## src/include/loc_pkg.sv

```systemverilog
package loc_pkg;

   // system clock and millisecond time base
   localparam int CLK_PERIOD_NS    = 10;
   localparam int TICK_MS          = 1;
   localparam int NS_PER_MS        = 1000000;
   localparam int TICK_CYCLES_DFLT = (TICK_MS * NS_PER_MS + CLK_PERIOD_NS - 1) / CLK_PERIOD_NS;
   localparam int TICK_CNT_W       = 17;

   localparam int NUM_OUT  = 2;
   localparam int SRC_W    = 4;
   localparam int NUM_SRC  = 16;
   localparam int TIME_W   = 14;

   localparam logic [TIME_W-1:0] TIME_MAX = 14'h270F;
   localparam logic [TIME_W-1:0] TIME_RST = 14'h0000;
   localparam logic [15:0]       TIME_MAX_WIDE = 16'h270F;

   // assignment codes; codes above SRC_PRECHARGE pick plain information bits
   localparam logic [SRC_W-1:0] SRC_NONE      = 4'h0;
   localparam logic [SRC_W-1:0] SRC_NO_FAULT  = 4'h1;
   localparam logic [SRC_W-1:0] SRC_BRAKE     = 4'h2;
   localparam logic [SRC_W-1:0] SRC_LINE      = 4'h3;
   localparam logic [SRC_W-1:0] SRC_OUTPUT    = 4'h4;
   localparam logic [SRC_W-1:0] SRC_PRECHARGE = 4'h5;
   localparam logic [SRC_W-1:0] SRC_RST       = 4'h0;

   localparam logic POL_ACTIVE_HIGH = 1'b1;
   localparam logic POL_ACTIVE_LOW  = 1'b0;
   localparam logic POL_RST         = 1'b1;

   // byte addresses; each output owns a block of 32 bytes, selected by address bits 6:5
   localparam int             ADDR_W         = 7;
   localparam logic [4:0]     REG_ASSIGN     = 5'h00;
   localparam logic [4:0]     REG_ON_DELAY   = 5'h04;
   localparam logic [4:0]     REG_POLARITY   = 5'h08;
   localparam logic [4:0]     REG_HOLD_TIME  = 5'h0C;
   localparam logic [4:0]     REG_APP_ASSIGN = 5'h10;
   localparam logic [6:0]     REG_STATUS     = 7'h40;

   // status word fields
   localparam int ST_CARD_BIT  = 0;
   localparam int ST_PIN_LSB   = 1;
   localparam int ST_PEND_LSB  = 3;
   localparam int ST_LEVEL_LSB = 5;

   typedef enum logic [1:0] {
      TS_STEADY,
      TS_ON_WAIT,
      TS_OFF_WAIT
   } loc_tstate_e;

   function automatic logic locAppOnly(input logic [SRC_W-1:0] src);
      return (src == SRC_BRAKE) || (src == SRC_LINE) || (src == SRC_OUTPUT) || (src == SRC_PRECHARGE);
   endfunction : locAppOnly

   function automatic logic locDelayLocked(input logic [SRC_W-1:0] src);
      return (src == SRC_NO_FAULT) || locAppOnly(src);
   endfunction : locDelayLocked

   // output contactor keeps its settable holding time and polarity
   function automatic logic locHoldLocked(input logic [SRC_W-1:0] src);
      return locDelayLocked(src) && (src != SRC_OUTPUT);
   endfunction : locHoldLocked

   function automatic logic locPolLocked(input logic [SRC_W-1:0] src);
      return locHoldLocked(src);
   endfunction : locPolLocked

endpackage : loc_pkg

```

## src/logic/loc_channel.sv

```systemverilog
`timescale 1ns/1ps
`default_nettype none

module loc_channel
   import loc_pkg::*;
(
   input  wire logic              clk_sys,
   input  wire logic              rst_n,
   input  wire logic              tick,
   input  wire logic              info,
   input  wire logic [TIME_W-1:0] onDelay,
   input  wire logic [TIME_W-1:0] holdTime,
   input  wire logic              polHigh,
   output logic                   pinOut,
   output logic                   pending,
   output logic                   level
);

   loc_tstate_e       st_q,  st_d;
   logic [TIME_W-1:0] cnt_q, cnt_d;
   logic              lvl_q, lvl_d;
   logic              pin_q, pin_d;
   logic [TIME_W-1:0] cntInc;

   assign cntInc = cnt_q + 14'h0001;

   always_comb begin
      st_d  = st_q;
      cnt_d = cnt_q;
      lvl_d = lvl_q;
      unique case (st_q)
         TS_STEADY: begin
            cnt_d = TIME_RST;
            if (info && !lvl_q) begin
               if (onDelay == TIME_RST) begin
                  lvl_d = 1'b1;
               end else begin
                  st_d = TS_ON_WAIT;
               end
            end else if (!info && lvl_q) begin
               if (holdTime == TIME_RST) begin
                  lvl_d = 1'b0;
               end else begin
                  st_d = TS_OFF_WAIT;
               end
            end
         end
         TS_ON_WAIT: begin
            if (!info) begin
               st_d = TS_STEADY;
            end else if (tick) begin
               // >= so a delay shortened while counting still ends
               if (cntInc >= onDelay) begin
                  lvl_d = 1'b1;
                  st_d  = TS_STEADY;
               end else begin
                  cnt_d = cntInc;
               end
            end
         end
         TS_OFF_WAIT: begin
            if (info) begin
               st_d = TS_STEADY;
            end else if (tick) begin
               if (cntInc >= holdTime) begin
                  lvl_d = 1'b0;
                  st_d  = TS_STEADY;
               end else begin
                  cnt_d = cntInc;
               end
            end
         end
      endcase
      pin_d = polHigh ? lvl_d : ~lvl_d;
   end

   always_ff @(posedge clk_sys) begin
      if (!rst_n) begin
         st_q  <= TS_STEADY;
         cnt_q <= TIME_RST;
         lvl_q <= 1'b0;
         pin_q <= 1'b0;
      end else begin
         st_q  <= st_d;
         cnt_q <= cnt_d;
         lvl_q <= lvl_d;
         pin_q <= pin_d;
      end
   end

   assign pinOut  = pin_q;
   assign pending = (st_q != TS_STEADY);
   assign level   = lvl_q;

endmodule : loc_channel

`default_nettype wire

```

## src/logic/loc_top.sv

```systemverilog
// Contract
// each output takes its source from a selectable assignment, and the brake, line, output and precharge contactor choices can only be set through the application-function assignment register.
// when the assigned information goes true the output changes only after the configured turn-on delay of 0 to 9999 ms, factory value 0.
// for no-fault, brake, output, precharge and line contactor assignments the turn-on delay is held at zero and cannot be set.
// when the assigned information goes false the output changes only after the configured holding time of 0 to 9999 ms, factory value 0.
// for no-fault, brake, precharge and line contactor assignments the holding time is held at zero, while the output contactor keeps a settable one.
// a per-output polarity selects whether the pin is 1 or 0 while the information is true, factory value active high.
// for no-fault, brake, precharge and line contactor assignments the polarity is locked to active high and a change is refused.
// the configuration of both outputs is reachable only while the extension card is fitted and is hidden otherwise.
// timers count in 1 ms ticks and a pending change is cancelled if the information reverts before it expires.
`timescale 1ns/1ps
`default_nettype none

module loc_top
   import loc_pkg::*;
#(
   parameter int TICK_CYCLES = TICK_CYCLES_DFLT
) (
   input  wire logic               clk_sys,
   input  wire logic               rst_n,
   input  wire logic [ADDR_W-1:0]  avs_address,
   input  wire logic               avs_read,
   input  wire logic               avs_write,
   input  wire logic [31:0]        avs_writedata,
   input  wire logic [3:0]         avs_byteenable,
   output logic      [31:0]        avs_readdata,
   output logic                    avs_waitrequest,
   input  wire logic               cardFitted,
   input  wire logic [NUM_SRC-1:0] srcInfo,
   output logic                    logicOutputOne,
   output logic                    logicOutputTwo
);

   // card presence pin: two-flop synchroniser
   logic cardMeta_q, cardMeta_d;
   logic cardSync_q, cardSync_d;

   always_comb begin
      cardMeta_d = cardFitted;
      cardSync_d = cardMeta_q;
   end

   always_ff @(posedge clk_sys) begin
      if (!rst_n) begin
         cardMeta_q <= 1'b0;
         cardSync_q <= 1'b0;
      end else begin
         cardMeta_q <= cardMeta_d;
         cardSync_q <= cardSync_d;
      end
   end

   // millisecond tick divider
   logic [TICK_CNT_W-1:0] tickCnt_q, tickCnt_d;
   logic                  tick_q,    tick_d;

   always_comb begin
      tick_d    = 1'b0;
      tickCnt_d = tickCnt_q + 17'h00001;
      if (tickCnt_q == TICK_CNT_W'(TICK_CYCLES - 1)) begin
         tickCnt_d = '0;
         tick_d    = 1'b1;
      end
   end

   always_ff @(posedge clk_sys) begin
      if (!rst_n) begin
         tickCnt_q <= '0;
         tick_q    <= 1'b0;
      end else begin
         tickCnt_q <= tickCnt_d;
         tick_q    <= tick_d;
      end
   end

   // bus handshake: every access takes one wait cycle, answer on the second
   logic        ack_q, ack_d;
   logic [31:0] rdata_q, rdata_d;
   logic        busReq;
   logic        wrFire;
   logic [15:0] wrMerged [NUM_OUT];

   assign busReq          = avs_read | avs_write;
   assign avs_waitrequest = busReq & ~ack_q;
   assign wrFire          = avs_write & ack_q;

   always_comb begin
      ack_d = busReq & ~ack_q;
   end

   // per-output configuration
   logic [SRC_W-1:0]  assign_q   [NUM_OUT];
   logic [SRC_W-1:0]  assign_d   [NUM_OUT];
   logic [TIME_W-1:0] onDelay_q  [NUM_OUT];
   logic [TIME_W-1:0] onDelay_d  [NUM_OUT];
   logic [TIME_W-1:0] holdTime_q [NUM_OUT];
   logic [TIME_W-1:0] holdTime_d [NUM_OUT];
   logic              pol_q      [NUM_OUT];
   logic              pol_d      [NUM_OUT];
   logic [31:0]       chRead     [NUM_OUT];
   logic              chHit      [NUM_OUT];
   logic [NUM_OUT-1:0] pinVec;
   logic [NUM_OUT-1:0] pendVec;
   logic [NUM_OUT-1:0] levelVec;

   function automatic logic [TIME_W-1:0] clampTime(input logic [15:0] val);
      // out-of-range writes saturate rather than wrap
      if (val > TIME_MAX_WIDE) begin
         return TIME_MAX;
      end
      return val[TIME_W-1:0];
   endfunction : clampTime

   genvar ch;
   generate
      for (ch = 0; ch < NUM_OUT; ch++) begin : g_out
         logic       sel;
         logic       wrAssign;
         logic       wrApp;
         logic       wrDelay;
         logic       wrHold;
         logic       wrPol;
         logic [SRC_W-1:0] newSrc;
         logic       info;

         assign sel = cardSync_q && (avs_address[6:5] == 2'(ch));

         // only the low two byte lanes hold any field
         assign wrMerged[ch] = {
            avs_byteenable[1] ? avs_writedata[15:8] : 8'h00,
            avs_byteenable[0] ? avs_writedata[7:0]  : 8'h00
         };

         assign wrAssign = wrFire && sel && (avs_address[4:0] == REG_ASSIGN);
         assign wrApp    = wrFire && sel && (avs_address[4:0] == REG_APP_ASSIGN);
         assign wrDelay  = wrFire && sel && (avs_address[4:0] == REG_ON_DELAY);
         assign wrHold   = wrFire && sel && (avs_address[4:0] == REG_HOLD_TIME);
         assign wrPol    = wrFire && sel && (avs_address[4:0] == REG_POLARITY);
         assign newSrc   = wrMerged[ch][SRC_W-1:0];

         always_comb begin
            assign_d[ch]   = assign_q[ch];
            onDelay_d[ch]  = onDelay_q[ch];
            holdTime_d[ch] = holdTime_q[ch];
            pol_d[ch]      = pol_q[ch];

            if (wrDelay && avs_byteenable[1:0] != 2'b00 && !locDelayLocked(assign_q[ch])) begin
               onDelay_d[ch] = clampTime(wrMerged[ch]);
            end
            if (wrHold && avs_byteenable[1:0] != 2'b00 && !locHoldLocked(assign_q[ch])) begin
               holdTime_d[ch] = clampTime(wrMerged[ch]);
            end
            if (wrPol && avs_byteenable[0] && !locPolLocked(assign_q[ch])) begin
               pol_d[ch] = wrMerged[ch][0];
            end

            // contactor codes through the plain register are refused
            if ((wrAssign && avs_byteenable[0] && !locAppOnly(newSrc)) ||
                (wrApp && avs_byteenable[0])) begin
               assign_d[ch] = newSrc;
               if (locDelayLocked(newSrc)) begin
                  onDelay_d[ch] = TIME_RST;
               end
               if (locHoldLocked(newSrc)) begin
                  holdTime_d[ch] = TIME_RST;
               end
               if (locPolLocked(newSrc)) begin
                  pol_d[ch] = POL_ACTIVE_HIGH;
               end
            end
         end

         always_ff @(posedge clk_sys) begin
            if (!rst_n) begin
               assign_q[ch]   <= SRC_RST;
               onDelay_q[ch]  <= TIME_RST;
               holdTime_q[ch] <= TIME_RST;
               pol_q[ch]      <= POL_RST;
            end else begin
               assign_q[ch]   <= assign_d[ch];
               onDelay_q[ch]  <= onDelay_d[ch];
               holdTime_q[ch] <= holdTime_d[ch];
               pol_q[ch]      <= pol_d[ch];
            end
         end

         // code zero means no assignment and stays false
         assign info = (assign_q[ch] != SRC_NONE) && srcInfo[assign_q[ch]];

         loc_channel u_channel (
            .clk_sys  (clk_sys),
            .rst_n    (rst_n),
            .tick     (tick_q),
            .info     (info),
            .onDelay  (onDelay_q[ch]),
            .holdTime (holdTime_q[ch]),
            .polHigh  (pol_q[ch]),
            .pinOut   (pinVec[ch]),
            .pending  (pendVec[ch]),
            .level    (levelVec[ch])
         );

         always_comb begin
            chHit[ch]  = 1'b1;
            chRead[ch] = 32'h00000000;
            unique case (avs_address[4:0])
               REG_ASSIGN, REG_APP_ASSIGN: begin
                  chRead[ch][SRC_W-1:0] = assign_q[ch];
               end
               REG_ON_DELAY: begin
                  chRead[ch][TIME_W-1:0] = onDelay_q[ch];
               end
               REG_HOLD_TIME: begin
                  chRead[ch][TIME_W-1:0] = holdTime_q[ch];
               end
               REG_POLARITY: begin
                  chRead[ch][0] = pol_q[ch];
               end
               default: begin
                  chHit[ch] = 1'b0;
               end
            endcase
         end
      end
   endgenerate

   // read path: configuration hidden while the card is absent
   always_comb begin
      rdata_d = rdata_q;
      if (avs_read && !ack_q) begin
         rdata_d = 32'h00000000;
         if (avs_address == REG_STATUS) begin
            rdata_d[ST_CARD_BIT] = cardSync_q;
            rdata_d[ST_PIN_LSB +: NUM_OUT]   = pinVec;
            rdata_d[ST_PEND_LSB +: NUM_OUT]  = pendVec;
            rdata_d[ST_LEVEL_LSB +: NUM_OUT] = levelVec;
         end else if (cardSync_q && avs_address[6:5] == 2'b00 && chHit[0]) begin
            rdata_d = chRead[0];
         end else if (cardSync_q && avs_address[6:5] == 2'b01 && chHit[1]) begin
            rdata_d = chRead[1];
         end
      end
   end

   always_ff @(posedge clk_sys) begin
      if (!rst_n) begin
         ack_q   <= 1'b0;
         rdata_q <= 32'h00000000;
      end else begin
         ack_q   <= ack_d;
         rdata_q <= rdata_d;
      end
   end

   assign avs_readdata   = rdata_q;
   assign logicOutputOne = pinVec[0];
   assign logicOutputTwo = pinVec[1];

endmodule : loc_top

`default_nettype wire

```

## config.mk

```make
export PLATFORM = sky130hd
export DESIGN_NAME = loc_top
export DESIGN_NICKNAME = d
export VERILOG_FILES = /design/src/include/loc_pkg.sv /design/src/logic/loc_channel.sv /design/src/logic/loc_top.sv
export SDC_FILE = /design/constraint.sdc
export NUM_CORES = 1
export LEC_CHECK = 0
export ABC_AREA = 1
export BUFFER_PORTS_ARGS = -buffer_cell sky130_fd_sc_hd__buf_4
export CORE_MARGIN = 10
export CORE_UTILIZATION = 50
export CTS_CLUSTER_DIAMETER = 40
export DETAILED_ROUTE_END_ITERATION = 8
export GPL_TIMING_DRIVEN = 0
export PLACE_DENSITY = 0.82
export RECOVER_POWER = 100
export SLEW_MARGIN = 15
export SYNTH_ARGS = -nofsm -noshare
export SYNTH_HDL_FRONTEND = slang
export SYNTH_SLANG_ARGS = --single-unit
```

## constraint.sdc

```tcl
create_clock -name clk_sys -period 5.1 [get_ports clk_sys]
set_input_delay 0.51 -clock clk_sys [delete_from_list [all_inputs] [get_ports clk_sys]]
set_output_delay 0.51 -clock clk_sys [all_outputs]
set_load 0.02 [all_outputs]
```

==> flow_summary.json <==
{
  "cts-root-buf": "clkbuf_16",
  "antenna_left": 0,
  "pre_cts_slack_ps": 1610,
  "r2r_slack_ps": 1230,
  "num_io_pins": 99,
  "globalplace.congestion": 0.970,
  "antenna_found_initial": 0,
  "synthTopCellsByArea": "dfxtp_1 30%, nand2_1 11%, ha_1 8.9%",
  "grt_pass1_vias": 8688,
  "grt_use_total": 0.223,
  "max_slew.worst_pin.slew_ps": 1370,
  "final-max-slew-violation-count": 0,
  "initial_core_util": 0.508,
  "drt_first_pass_iters": 5,
  "antenna_cells": 0,
  "clock.fmax_mhz": 258,
  "syn2layout_area_growth_pct": 13.0,
  "layout-drive-gt1-share": 0.113,
  "vias_per_cell": 5.58,
  "grt_max_degree": 17,
  "cts_resized": 0,
  "die_w_um": 155,
  "fillers": 1688,
  "clock-sinks": 137,
  "dpl_cell_area_um2": 9930,
  "path_cells": "ha_1 -> nand2_1 -> inv_1 -> nand2_1 -> nor2_1 -> nand3_1 -> nor2_1 -> or2_2 -> and2_0 -> ha_1 -> nand2_1 -> nor2_1 -> nand2_1 -> nand2_1 -> nor2_1 -> nand3_1 -> o21ai_4 -> clkbuf_1 -> nand3_1 -> nand2_1 -> nor2_1",
  "core_um2": 18000,
  "p_comb_frac": 0.389,
  "startpoint_type": "register",
  "slowest_delay_ps": 460,
  "crit_required_ps": 5430,
  "sw_frac_of_total": 0.392,
  "critPathBufInv": 2,
  "cts_setup_buffers": 0,
  "ctsHoldBuffers": 0,
  "cp_top_family": "simple AND/OR/NAND/NOR gates",
  "overflow": 0,
  "synth_top_area_frac": 0.301,
  "finalClockSkew_ps": 10.3,
  "min_period_over_period": 0.760,
  "crit_slowest_cell": "dfxtp_1",
  "htree_levels": 4,
  "ys_seq_area_frac": 0.301,
  "peakVddDrop_uv": 276,
  "clk_latency_ps": 440,
  "synth_warnings": 0,
  "final.min_clock_period_ps": 3870,
  "crit_path_end_kind": "register",
  "status": "completed",
  "finalSetupViolCount": 0,
  "final.setup.tns_ps": 0,
  "crit_type": "reg -> reg",
  "grt_pass1_wl_um": 43900,
  "layout.nets": 1545,
  "maxSlewHeadroom": 0.0749,
  "synth_seq_cells": 137,
  "synth.largest_area_cell": "dfxtp_1",
  "syn_avg_cell_area_um2": 6.91,
  "synth_cells": 1320,
  "clockBufferDepth": 2,
  "power.density_nw_per_um2": 405,
  "design_power_total_mw": 4.18,
  "maxCapViolCount": 0,
  "p_int_mw": 2.54,
  "post-route-drc-count": 0,
  "std_cell_rows": 49,
  "clkPwrFrac": 0.310,
  "routed_wl_um": 27300,
  "worstPathMaxFanout": 10,
  "die_area_um2": 24100,
  "syn-cell-area_um2": 9130,
  "hold_path_class": "in -> reg",
  "die_h_um": 155,
  "drtIter0Drc": 860,
  "cts_tree": "yes",
  "hpwlAfterDp_um": 20900,
  "worst_slack_ps": 1230,
  "vias": 9255,
  "cellLeakagePower_nw": 4.55,
  "seqPwrFrac": 0.301,
  "p_switching_mw": 1.64,
  "grt_setup_unrepaired": "false",
  "final_area_um2": 10300,
  "ys_types": 51,
  "finalHoldViolations": 0,
  "post_drt_wl_per_cell_um": 16.5,
  "portBuffers": 60,
  "cts_made_buffers": 17,
  "arrival_ps": 4200,
  "cp_common_cell": "nand2_1",
  "path_clk_slew_ps": 60
}
## cells in the final DEF (no fill, tap or decap), types with 4 or more instances in the layout
master | synthesis | routed
a211oi_1 | 31 | 37
a211oi_2 | 13 | 7
a21oi_1 | 90 | 90
a22o_1 | 7 | 7
buf_2 | 17 | 11
buf_4 | 24 | 65
buf_6 | 9 | 5
clkbuf_1 | 13 | 41
clkbuf_16 | 0 | 17
clkinv_1 | 2 | 4
clkinv_4 | 0 | 4
conb_1 | 1 | 18
dfxtp_1 | 137 | 137
ha_1 | 65 | 65
inv_1 | 167 | 169
inv_2 | 12 | 8
nand2_1 | 273 | 274
nand3_1 | 89 | 93
nand4_1 | 12 | 12
nor2_1 | 155 | 160
nor3_1 | 13 | 14
nor3_2 | 8 | 7
nor4_1 | 13 | 13
o211ai_1 | 5 | 5
o21ai_0 | 47 | 50
o21bai_1 | 5 | 5
o221ai_1 | 7 | 7
o22ai_1 | 27 | 27
or2_2 | 7 | 7
xnor2_1 | 6 | 6
xor2_1 | 10 | 10
## metal layers
layer	part of all wire	track usage
met5	0	0
met4	0.040	0.104
met3	0.097	0.0620
met2	0.44	0.354
met1	0.42	0.273
## flip-flops by register name, summed over array words and instances (netlist names), 2 cells and up
name and flops:
assign_q 8, g_out.u_channel.cnt_q 28, holdTime_q 28, g_out.u_channel.pinOut 2
onDelay_q 28, g_out.u_channel.level 2, tickCnt_q 17, pol_q 2
avs_readdata 14, g_out.u_channel.st_q 4
## worst min-delay path, cell delays in order
cell and delay [ps]:
buf_4 80, nand2_1 40, inv_1 40
## layout make-up
class | instances | area [um2] | area share
Buffer | 64 | 378 | 0.0366
Multi-Input combinational cell | 954 | 5220 | 0.506
Timing Repair Buffer | 60 | 387 | 0.0375
Inverter | 182 | 686 | 0.0665
Clock buffer | 18 | 439 | 0.0426
Clock inverter | 14 | 173 | 0.0167
Tap cell | 229 | 287 | 0.0278
Sequential cell | 137 | 2740 | 0.266
## stage by stage
stage | utilization | hold WS [ps] | instances
2_1_floorplan | - | 390 | 1337
3_3_place_gp | 0.553 | 404 | 1626
3_5_place_dp | 0.553 | 416 | 1626
4_1_cts | 0.587 | 269 | 1658
5_1_grt | 0.574 | 281 | 1658
6_report | 0.574 | 272 | 1658
## power by group through the flow
stage | logic, mW | registers, mW | clock network (mW)
after detailed placement | 1.64 | 1.28 | 0
after floorplan | 1.26 | 1.26 | 0
final | 1.62 | 1.26 | 1.29
after global routing | 1.87 | 1.27 | 1.35
after global placement | 1.59 | 1.27 | 0
after CTS | 1.66 | 1.26 | 1.30
## final timing paths
path                                                          startpoint                                        to  depth (start not counted)
worst max-delay path            g_out[0].u_channel.cnt_q[0]$_SDFFE_PN0P_  g_out[0].u_channel.cnt_q[8]$_SDFFE_PN0P_                         21
worst min-delay path                                          cardFitted                     cardMeta_q$_SDFF_PN0_                          3
worst max register to register  g_out[0].u_channel.cnt_q[0]$_SDFFE_PN0P_  g_out[0].u_channel.cnt_q[8]$_SDFFE_PN0P_                         21
worst min register to register                     cardMeta_q$_SDFF_PN0_                     cardSync_q$_SDFF_PN0_                          2
## cell usage after synthesis, drive strengths merged
cell    count
o211ai      5
dfxtp     137
nor3       23
a21oi      90
clkinv      2
nand2     279
nor2      165
a211oi     44
a21o        3
xor2       10
o21bai      5
o31ai       1
nand4      13
conb        1
a22oi       1
o221ai      7
o21a        2
o22ai      27
nor4       13
a22o        7
inv       180
a31oi       3
buf        51
or2         9
nand3      96
nor3b       2
a31o        1
clkbuf     13
and2        4
ha         65
xnor2       6
o21ai      55
## cell families (layout without fill, tap and decap cells)
logic type      after synthesis  in the layout  synth area share
compound gates              251            251             0.176
xor+xnor                     16             16            0.0154
fa+ha+maj                    65             65            0.0891
buf+inv                     246            338             0.121
flops                       137            137             0.301
other cells                   1             18          0.000411
simple gates                604            604             0.297
Note: power is estimated with default switching activity, not from simulation.
